--- config.mk ---
export PLATFORM = sky130hd
export DESIGN_NAME = rssm_top
export DESIGN_NICKNAME = d
export VERILOG_FILES = /design/src/hdl/rssm_pkg.sv /design/src/hdl/rssm_fifo.sv /design/src/hdl/rssm_top.sv
export SDC_FILE = /design/constraint.sdc
export NUM_CORES = 1
export LEC_CHECK = 0
export ABC_AREA = 1
export BUFFER_PORTS_ARGS = -buffer_cell sky130_fd_sc_hd__buf_4
export CAP_MARGIN = 20
export CORE_MARGIN = 2
export CORE_UTILIZATION = 40
export DETAILED_ROUTE_END_ITERATION = 8
export SYNTH_ARGS = -nofsm -noshare
export SYNTH_HDL_FRONTEND = slang
export SYNTH_SLANG_ARGS = --single-unit
--- constraint.sdc ---
create_clock -name I_CLK -period 2.89 [get_ports I_CLK]
set_input_delay 0.1445 -clock I_CLK [delete_from_list [all_inputs] [get_ports I_CLK]]
set_output_delay 0.1445 -clock I_CLK [all_outputs]
set_load 0.01 [all_outputs]
--- src/hdl/rssm_pkg.sv ---
// Package: constants and types for the receive sync status machine
package rssm_pkg;
	// ==========================================================
	// Status codes
	localparam logic [2:0] ST_NORMAL = 3'h0;
	localparam logic [2:0] ST_LOCK = 3'h2;
	localparam logic [2:0] ST_FRAME = 3'h3;
	localparam logic [2:0] ST_VIOL = 3'h4;
	localparam logic [2:0] ST_LOSS = 3'h5;
	localparam logic [2:0] ST_DISP = 3'h6;
	localparam logic [2:0] ST_RESYNC = 3'h7;
	// ==========================================================
	// Special characters {K flag, byte}
	localparam logic [8:0] CHAR_C07 = 9'h1E0;
	localparam logic [8:0] CHAR_C47 = 9'h1E4;
	// ==========================================================
	// Counts
	localparam logic [2:0] FRAME_LOCK_CNT = 3'h4;
	localparam logic [2:0] DEC_ERR_CNT = 3'h4;
	localparam logic signed [3:0] INV_MINUS_VAL = 4'sh4;
	localparam int DESKEW_TIME_NS = 80;
	localparam int CLK_PERIOD_NS = 5;
	localparam logic [7:0] DESKEW_CYC = 8'((DESKEW_TIME_NS) / CLK_PERIOD_NS);
	// ==========================================================
	// FIFO shape
	localparam int FIFO_WIDTH = 12;
	localparam int FIFO_DEPTH = 16;
	// ==========================================================
	// Mode bits
	localparam int MODE_TYPE_BIT = 0;
	localparam int MODE_BOND_BIT = 1;
	typedef enum logic [4:0] {
		S_NO_SYNC = 5'h01,
		S_RESYNC = 5'h02,
		S_IN_SYNC = 5'h04,
		S_BOND_FAIL = 5'h08,
		S_RESYNC_IN_SYNC = 5'h10
	} rssm_state_type;
endpackage

--- src/hdl/rssm_fifo.sv ---
// Synchronous FIFO with valid/ready on both sides
`timescale 1ns/1ps
`default_nettype none
module rssm_fifo #(
	parameter int WIDTH = 12,
	parameter int DEPTH = 16
) (
	input wire logic i_clk,
	input wire logic i_arst_n,
	input wire logic i_valid,
	output logic o_ready,
	input wire logic [WIDTH-1:0] i_data,
	output logic o_valid,
	input wire logic i_ready,
	output logic [WIDTH-1:0] o_data
);
	localparam int AW = $clog2(DEPTH);
	logic [WIDTH-1:0] mem [DEPTH];
	logic [AW-1:0] wr_q;
	logic [AW-1:0] rd_q;
	logic [AW:0] cnt_q;
	logic [AW:0] cnt_d;
	logic ready_q;
	logic push;
	logic pop;
	// Not-full flag kept in a flop, equal to a compare on the count
	assign o_ready = ready_q;
	assign o_valid = (cnt_q != '0);
	assign o_data = mem[rd_q];
	assign push = i_valid & o_ready;
	assign pop = o_valid & i_ready;
	assign cnt_d = cnt_q + (AW+1)'(push) - (AW+1)'(pop);
	always_ff @(posedge i_clk) begin
		if (push) begin
			mem[wr_q] <= i_data;
		end
	end
	always_ff @(posedge i_clk or negedge i_arst_n) begin
		if (!i_arst_n) begin
			wr_q <= '0;
			rd_q <= '0;
			cnt_q <= '0;
			ready_q <= 1'b1;
		end else begin
			if (push) begin
				wr_q <= wr_q + 1'b1;
			end
			if (pop) begin
				rd_q <= rd_q + 1'b1;
			end
			cnt_q <= cnt_d;
			ready_q <= (cnt_d != (AW+1)'(DEPTH));
		end
	end
endmodule // rssm_fifo
`default_nettype wire

--- src/hdl/rssm_top.sv ---
// Receive synchronization state machine and character status encoder
// How it works
// - State machine only runs when bonding selected
// - Valid data character reports code 000
// - Type-B channel lock reports code 010
// - Lock code only on cycle before data
// - Framing character reports 011 with its value
// - Undecodable character reports 100 with C0.7
// - Lost framing or alignment reports 101
// - Independent mode: PLL unlock reports 101
// - Elasticity buffer fault reports 101
// - Disparity error reports 110 with C4.7
// - Resync state reports 111 with framing char
// - Type-A syncs after five framing characters (one enters resync, four more lock)
// - Sync lost on fault, errors, or imbalance
// - Type-A resync abandoned on any error
// - Valid non-framing character moves Type-A machine from bond fail to no sync
// - Type-B deskew expiry or error fails
// - Type-B moves on first valid data character after framing
`timescale 1ns/1ps
`default_nettype none
module rssm_top
	import rssm_pkg::*;
(
	input wire logic I_CLK,
	input wire logic I_ARST_N,
	input wire logic [1:0] I_RX_MODE_SELECT,
	input wire logic I_CHAR_VALID,
	input wire logic [7:0] I_CHAR_DATA,
	input wire logic I_CHAR_IS_K,
	input wire logic I_FRAMING_CHAR_DET,
	input wire logic I_CODE_VIOLATION,
	input wire logic I_DISPARITY_ERR,
	input wire logic I_PLL_LOCKED,
	input wire logic I_EBUF_FAULT,
	input wire logic I_BONDED,
	output logic O_CHAR_READY,
	output logic O_VALID,
	input wire logic I_READY,
	output logic [7:0] O_DATA,
	output logic O_IS_K,
	output logic [2:0] O_RX_CHAR_STATUS_CODE,
	output logic [4:0] O_SYNC_STATE
);
	import rssm_pkg::*;

	// ==========================================================
	// Input synchronisers for asynchronous levels
	logic [1:0] pll_s_q;
	logic [1:0] mode_s0_q;
	logic [1:0] mode_s1_q;
	always_ff @(posedge I_CLK or negedge I_ARST_N) begin
		if (!I_ARST_N) begin
			pll_s_q <= 2'h0;
			mode_s0_q <= 2'h0;
			mode_s1_q <= 2'h0;
		end else begin
			pll_s_q <= {pll_s_q[0], I_PLL_LOCKED};
			mode_s0_q <= I_RX_MODE_SELECT;
			mode_s1_q <= mode_s0_q;
		end
	end
	logic pll_lock;
	logic bond_en;
	logic type_b;
	assign pll_lock = pll_s_q[1];
	assign bond_en = mode_s1_q[MODE_BOND_BIT];
	assign type_b = mode_s1_q[MODE_TYPE_BIT];

	// ==========================================================
	// Character classification
	logic fifo_ready;
	logic take;
	logic dec_err;
	logic fault;
	logic good_data;
	assign take = I_CHAR_VALID & fifo_ready;
	assign dec_err = I_CODE_VIOLATION | I_DISPARITY_ERR;
	assign fault = I_EBUF_FAULT | ~pll_lock;
	assign good_data = ~dec_err & ~I_FRAMING_CHAR_DET;
	assign O_CHAR_READY = fifo_ready;

	// ==========================================================
	// Counters
	rssm_state_type state_q;
	rssm_state_type state_d;
	logic [2:0] frame_cnt_q;
	logic [2:0] err_cnt_q;
	logic signed [3:0] bal_q;
	logic [7:0] deskew_q;
	logic lost_sync;
	assign lost_sync = fault | (take & dec_err & (err_cnt_q == DEC_ERR_CNT - 3'h1))
		| (take & dec_err & (bal_q == INV_MINUS_VAL - 4'sh1));
	always_ff @(posedge I_CLK or negedge I_ARST_N) begin
		if (!I_ARST_N) begin
			frame_cnt_q <= 3'h0;
		end else if (state_q != state_d) begin
			frame_cnt_q <= 3'h0;
		end else if (take) begin
			if (I_FRAMING_CHAR_DET && !dec_err) begin
				if (frame_cnt_q != FRAME_LOCK_CNT) begin
					frame_cnt_q <= frame_cnt_q + 3'h1;
				end
			end else begin
				frame_cnt_q <= 3'h0;
			end
		end
	end
	always_ff @(posedge I_CLK or negedge I_ARST_N) begin
		if (!I_ARST_N) begin
			err_cnt_q <= 3'h0;
			bal_q <= 4'sh0;
		end else if (state_q != state_d) begin
			err_cnt_q <= 3'h0;
			bal_q <= 4'sh0;
		end else if (take) begin
			if (dec_err) begin
				if (err_cnt_q != DEC_ERR_CNT) begin
					err_cnt_q <= err_cnt_q + 3'h1;
				end
				if (bal_q != INV_MINUS_VAL) begin
					bal_q <= bal_q + 4'sh1;
				end
			end else begin
				err_cnt_q <= 3'h0;
				if (bal_q != 4'sh0) begin
					bal_q <= bal_q - 4'sh1;
				end
			end
		end
	end
	always_ff @(posedge I_CLK or negedge I_ARST_N) begin
		if (!I_ARST_N) begin
			deskew_q <= 8'h0;
		end else if (state_q != S_RESYNC) begin
			deskew_q <= DESKEW_CYC;
		end else if (deskew_q != 8'h0) begin
			deskew_q <= deskew_q - 8'h1;
		end
	end

	// ==========================================================
	// State machine
	always_comb begin
		state_d = state_q;
		case (state_q)
			S_NO_SYNC: begin
				if (take && I_FRAMING_CHAR_DET && !dec_err && !fault) begin
					state_d = S_RESYNC;
				end
			end
			S_RESYNC: begin
				if (fault || (take && dec_err)) begin
					state_d = S_NO_SYNC;
				end else if (type_b && deskew_q == 8'h0 && !I_BONDED) begin
					state_d = S_NO_SYNC;
				end else if (!type_b && take && I_FRAMING_CHAR_DET
					&& frame_cnt_q == FRAME_LOCK_CNT - 3'h1) begin
					state_d = I_BONDED ? S_IN_SYNC : S_BOND_FAIL;
				end else if (type_b && take && good_data && I_BONDED) begin
					state_d = S_IN_SYNC;
				end
			end
			S_BOND_FAIL: begin
				if (fault || (take && dec_err)) begin
					state_d = S_NO_SYNC;
				end else if (take && good_data) begin
					state_d = S_NO_SYNC;
				end else if (I_BONDED) begin
					state_d = S_IN_SYNC;
				end
			end
			S_IN_SYNC: begin
				if (lost_sync) begin
					state_d = S_NO_SYNC;
				end else if (type_b && take && I_FRAMING_CHAR_DET && !dec_err) begin
					state_d = S_RESYNC_IN_SYNC;
				end
			end
			S_RESYNC_IN_SYNC: begin
				if (lost_sync || (take && dec_err)) begin
					state_d = S_NO_SYNC;
				end else if (take && good_data) begin
					state_d = S_IN_SYNC;
				end
			end
			default: begin
				state_d = S_NO_SYNC;
			end
		endcase
		if (!bond_en) begin
			state_d = S_NO_SYNC;
		end
	end
	always_ff @(posedge I_CLK or negedge I_ARST_N) begin
		if (!I_ARST_N) begin
			state_q <= S_NO_SYNC;
		end else begin
			state_q <= state_d;
		end
	end

	// ==========================================================
	// Status encoder, priority: loss, lock, resync, violation, framing, disparity
	logic [2:0] code;
	logic [8:0] out_char;
	logic lock_now;
	// lock on cycle before aligned data
	assign lock_now = type_b && state_q == S_RESYNC && state_d == S_IN_SYNC;
	always_comb begin
		code = ST_NORMAL;
		out_char = {I_CHAR_IS_K, I_CHAR_DATA};
		if (!bond_en) begin
			if (fault) begin
				code = ST_LOSS;
			end else if (I_CODE_VIOLATION) begin
				code = ST_VIOL;
				out_char = CHAR_C07;
			end else if (I_FRAMING_CHAR_DET) begin
				code = ST_FRAME;
			end else if (I_DISPARITY_ERR) begin
				code = ST_DISP;
				out_char = CHAR_C47;
			end
		end else if (fault || state_q == S_NO_SYNC || state_d == S_NO_SYNC) begin
			code = ST_LOSS;
		end else if (lock_now) begin
			code = ST_LOCK;
		end else if (state_q == S_RESYNC && !type_b) begin
			code = ST_RESYNC;
		end else if (state_q == S_RESYNC) begin
			code = ST_RESYNC;
		end else if (I_CODE_VIOLATION) begin
			code = ST_VIOL;
			out_char = CHAR_C07;
		end else if (I_FRAMING_CHAR_DET) begin
			code = ST_FRAME;
		end else if (I_DISPARITY_ERR) begin
			code = ST_DISP;
			out_char = CHAR_C47;
		end
	end

	// ==========================================================
	// Output FIFO
	logic [11:0] fifo_out;
	logic fifo_valid;
	rssm_fifo #(
		.WIDTH(FIFO_WIDTH),
		.DEPTH(FIFO_DEPTH)
	) u_fifo (
		.i_clk(I_CLK),
		.i_arst_n(I_ARST_N),
		.i_valid(I_CHAR_VALID),
		.o_ready(fifo_ready),
		.i_data({code, out_char}),
		.o_valid(fifo_valid),
		.i_ready(I_READY | ~O_VALID),
		.o_data(fifo_out)
	);
	always_ff @(posedge I_CLK or negedge I_ARST_N) begin
		if (!I_ARST_N) begin
			O_VALID <= 1'b0;
			O_DATA <= 8'h0;
			O_IS_K <= 1'b0;
			O_RX_CHAR_STATUS_CODE <= ST_LOSS;
		end else if (I_READY || !O_VALID) begin
			O_VALID <= fifo_valid;
			if (fifo_valid) begin
				O_RX_CHAR_STATUS_CODE <= fifo_out[11:9];
				O_IS_K <= fifo_out[8];
				O_DATA <= fifo_out[7:0];
			end
		end
	end
	always_ff @(posedge I_CLK or negedge I_ARST_N) begin
		if (!I_ARST_N) begin
			O_SYNC_STATE <= S_NO_SYNC;
		end else begin
			O_SYNC_STATE <= state_d;
		end
	end

	// ==========================================================
	// Checks
	reset_state_a: assert property (@(posedge I_CLK)
		$rose(I_ARST_N) |-> state_q == S_NO_SYNC)
		else $error("not unsynchronized after reset");
	fault_drop_a: assert property (@(posedge I_CLK) disable iff (!I_ARST_N)
		(bond_en && fault) |=> state_q == S_NO_SYNC || !bond_en)
		else $error("fault did not drop sync");
	viol_char_a: assert property (@(posedge I_CLK) disable iff (!I_ARST_N)
		code == ST_VIOL |-> out_char == CHAR_C07)
		else $error("violation without C0.7");
	loss_code_a: assert property (@(posedge I_CLK) disable iff (!I_ARST_N)
		(bond_en && state_q == S_NO_SYNC) |-> code == ST_LOSS)
		else $error("no loss code out of sync");
	lock_once_a: assert property (@(posedge I_CLK) disable iff (!I_ARST_N)
		code == ST_LOCK |=> code != ST_LOCK)
		else $error("lock code repeated");
	resync_err_a: assert property (@(posedge I_CLK) disable iff (!I_ARST_N)
		(bond_en && state_q == S_RESYNC && take && dec_err) |=> state_q == S_NO_SYNC)
		else $error("resync kept after error");
	disp_char_a: assert property (@(posedge I_CLK) disable iff (!I_ARST_N)
		code == ST_DISP |-> out_char == CHAR_C47)
		else $error("disparity without C4.7");
	indep_loss_a: assert property (@(posedge I_CLK) disable iff (!I_ARST_N)
		(!bond_en && fault) |-> code == ST_LOSS)
		else $error("independent unlock not reported");
	lock_next_a: assert property (@(posedge I_CLK) disable iff (!I_ARST_N)
		(bond_en && code == ST_LOCK) |=> state_q == S_IN_SYNC)
		else $error("lock code not followed by aligned data");
	deskew_fail_a: assert property (@(posedge I_CLK) disable iff (!I_ARST_N)
		(bond_en && type_b && state_q == S_RESYNC && deskew_q == 8'h0 && !I_BONDED) |=> state_q == S_NO_SYNC)
		else $error("deskew expiry kept resync");
	resync_code_a: assert property (@(posedge I_CLK) disable iff (!I_ARST_N)
		(bond_en && !fault && state_q == S_RESYNC && state_d == S_RESYNC)
		|-> code == ST_RESYNC && out_char == {I_CHAR_IS_K, I_CHAR_DATA})
		else $error("resync state without resync code");
	frame_code_a: assert property (@(posedge I_CLK) disable iff (!I_ARST_N)
		(bond_en && !fault && state_q == S_IN_SYNC && state_d == S_IN_SYNC && I_FRAMING_CHAR_DET
		&& !I_CODE_VIOLATION) |-> code == ST_FRAME && out_char == {I_CHAR_IS_K, I_CHAR_DATA})
		else $error("framing character not reported");
	frame_lock_a: assert property (@(posedge I_CLK) disable iff (!I_ARST_N)
		(bond_en && !type_b && state_q == S_RESYNC && state_d != S_NO_SYNC && state_d != S_RESYNC)
		|-> frame_cnt_q == FRAME_LOCK_CNT - 3'h1)
		else $error("sync declared before four framing characters");
endmodule // rssm_top
`default_nettype wire
==> reports/summary.txt <==
GRT overflow: 0
Switching power total: 0.00394 W
GR Util All Layers: 19.2%
Distinct cells, synth: 40
Worst-path clk slew: 0.06 ns
Worst VDD drop: 0.524 mV
IO Pins: 40
Syn_area_per_cell: 11.3 um2
DPL Wire Length: 16.1 mm
FILL cells: 2448
Max_cap viols: 0
Core area: 26900 um2
Dpl ws: 0.157 ns
Placer's final routability congestion estimate: 0.900
Min-Delay Path Class: in -> reg
Area growth, synth to finish: 16.5%
Residual DRC count: 0
Endpoints failing setup: 0
Final worst-path setup slack: 0.348 ns
Post-Syn Area: 10900 um2
Leakage: 4.82 nW
Slew @ Worst Pin: 0.838 ns
Required time worst endpoint: 3.33 ns
Clock buffer depth: 3
PD cells: 899 nW/um2
Max Slew Vio Count: 0
Initial Utilization: 40.5%
Clock sink count: 248
Final ANT Viol Nets: 0
Comb pwr share: 30.6%
Top FF cell, synth: edfxtp_1
Port bufs: 39
Via Count: 7572
Switching share of power: 34.6%
Minimum clock period: 2.54 ns
First-pass GRT wire length: 41.9 mm
CP Max Fanout: 2
Post-Syn Instances: 963
Cell-internal power: 0.00747 W
Mapped Nets: 1007
Vias per inst: 5.44
Setup CP Type: reg -> reg
Final hold slack: 0.0865 ns
Final nets: 1075
RSZ-0062 raised after global routing: false
Skew final: 0.0345 ns
EDFF count, synth: 192
CTS tree: built
Die area: 28600 um2
Storage cell area: 7170 um2
Root Buffer: clkbuf_16
Area of the multi-input gates: 3320 um2
Vias in the first global route: 7394
TritonCTS buffer count: 26
Layout cells sized above 1: 16.0%
# diodes: 0
Die H: 169 um
Die W: 169 um
Final TNS setup: 0 ns
Worst EP arrival: 2.98 ns
Critical Path Source Type: flop
Largest net degree at the start of global routing: 73
DR WL/cell: 19.4 um
Peak Freq: 393 MHz
Final worst-path cycle share: 88.0%
TritonRoute pass-1 iters: 5
DR iter-0 viols: 639
Row count: 60
Sequential Power Share: 41.3%
Relative slew slack: 44.1%
Clk Latency, worst-skew pair: 0.55 ns
Synth Register Bits: 248
FFs w/ async S/R, synth: 22.6%
H-tree Lvls: 1
YS warnings: 0
Final hold vios: 0
Clock share of power: 28.0%
Setup slack, reg-to-reg: 0.35 ns
Initial antenna violation count: 0
Final WL: 27.0 mm
Status: complete, no violations
Setup crit end kind: flop
Seq/Total Area, Yosys: 65.8%
## critical path: stages (launching register included)
cell and delay, ns:
dfrtp_1 0.38, inv_1 0.08, ha_1 0.15, nand3_1 0.07, nor2_1 0.16, a21oi_2 0.07
ha_1 0.29, inv_1 0.06, ha_1 0.16, inv_1 0.06, fa_1 0.42, o21ai_0 0.26
xor2_1 0.21, nand2_1 0.08
## synthesized netlist by cell type, drive strengths merged (3+ instances only)
| cell | count | area share, % |
|---|---|---|
| edfxtp | 192 | 53 |
| nor2 | 171 | 6.5 |
| o21ai | 117 | 5.4 |
| nand2 | 114 | 4.2 |
| inv | 66 | 2.3 |
| dfrtp | 52 | 12 |
| nand3 | 50 | 2.6 |
| clkbuf | 41 | 1.4 |
| o221ai | 36 | 2.9 |
| ha | 21 | 2.4 |
| a21oi | 16 | 0.77 |
| a31oi | 12 | 0.69 |
| o211ai | 12 | 0.83 |
| o22ai | 12 | 0.69 |
| xor2 | 12 | 0.96 |
| nand4 | 7 | 0.46 |
| nor3 | 7 | 0.37 |
| dfstp | 4 | 0.96 |
| xnor2 | 4 | 0.32 |
| buf | 3 | 0.17 |
| nor4 | 3 | 0.17 |
| o2111ai | 3 | 0.24 |
## cell families (layout without fill, tap and decap cells)
group                      count (synthesis)  in the layout  synth area share (%)
AOI/OAI and AO/OA                        211            211                  11.7
xor gates and xnor gates                  16             16                  1.29
adders and majority gates                 23             23                  2.78
buffers and inverters                    110            198                  3.86
DFF                                      248            248                  65.8
and+or+nand+nor                          355            355                  14.5
## state kept, by name (all words and copies together), names as in the netlist
| name | count |
|---|---|
| O_VALID | 1 |
| O_RX_CHAR_STATUS_CODE | 3 |
| O_IS_K | 1 |
| bal_q | 4 |
| u_fifo.mem | 192 |
| frame_cnt_q | 3 |
| u_fifo.wr_q | 4 |
| u_fifo.o_ready | 1 |
| u_fifo.rd_q | 4 |
| pll_s_q | 2 |
| O_DATA | 8 |
| mode_s1_q | 2 |
| mode_s0_q | 2 |
| u_fifo.cnt_q | 5 |
| deskew_q | 8 |
| err_cnt_q | 3 |
| O_SYNC_STATE | 5 |
## cell usage in the layout, fill, tap and decap left out, types with 2 or more instances in the layout
cell type / count
buf_4: 75
bufinv_16: 2
o2111ai_1: 3
a21oi_1: 14
nand4_1: 6
a21oi_2: 2
dfstp_2: 4
clkbuf_16: 26
xor2_1: 12
clkinv_1: 3
a31oi_1: 12
o221ai_1: 36
buf_12: 4
clkinvlp_4: 2
nor2_4: 7
nand3_2: 5
clkinv_2: 8
ha_1: 21
nor4_1: 3
nand2_1: 104
nand2_2: 9
nor3_2: 3
dlygate4sd3_1: 5
inv_1: 62
nor2_2: 10
inv_2: 4
clkbuf_1: 5
nor2_1: 154
dfrtp_1: 51
o211ai_1: 12
nor3_1: 4
o22ai_1: 12
xnor2_1: 4
fa_1: 2
nand3_1: 44
edfxtp_1: 192
o21ai_0: 117
## worst paths after layout
kind	from	endpoint	cells after the start
worst max-delay path	u_fifo.cnt_q[3]	u_fifo.o_ready	13
worst min-delay path	I_CHAR_DATA[4]	u_fifo.mem[15][4]	3
worst max register to register	u_fifo.cnt_q[3]	u_fifo.o_ready	13
worst min register to register	mode_s0_q[0]	mode_s1_q[0]	0
max in group asynchronous	I_ARST_N	u_fifo.rd_q[0]	2
min in group asynchronous	I_ARST_N	mode_s0_q[1]	2
## per-layer routing
| metal | track usage [%] | part of all wire [%] |
|---|---|---|
| met5 | 0 | 0 |
| met4 | 5.80 | 2.6 |
| met3 | 2.74 | 6.0 |
| met2 | 32.0 | 48 |
| met1 | 26.2 | 43 |
## power groups by stage
stage / clock, W / combinational [W] / sequential [W]
finish: 0.00320 / 0.00349 / 0.00472
global placement: 0 / 0.00342 / 0.00479
detailed placement: 0 / 0.00349 / 0.00479
floorplan: 0 / 0.00229 / 0.00470
CTS: 0.00325 / 0.00351 / 0.00472
global route: 0.00339 / 0.00392 / 0.00478
## per-stage QoR
stage / utilization [%] / instances / power, W / instance area [um2]
2_1_floorplan: - / 963 / 0.00699 / 10900
3_3_place_gp: 43.9 / 1339 / 0.00821 / 11800
3_5_place_dp: 43.9 / 1339 / 0.00828 / 11800
4_1_cts: 47.2 / 1392 / 0.0115 / 12700
5_1_grt: 47.2 / 1392 / 0.0121 / 12700
6_report: 47.2 / 1392 / 0.0114 / 12700
## final cells by class
cell class                      instances  area share (%)
Sequential cell                       248            56.5
Multi-Input combinational cell        605            26.2
Timing Repair Buffer                   84            5.46
Clock buffer                           32            5.38
Tap cell                              341            3.36
Inverter                               66            1.95
Clock inverter                         16            1.12
## what timing repair did
item / CTS / global route
resized for setup: 0 / 4
setup buffers: 0 / 0
hold endpoints to repair: 56 / 0
hold buffers: 5 / 0
endpoints found under the setup margin: 0 / 64
Power figures use the tool's default switching activity.
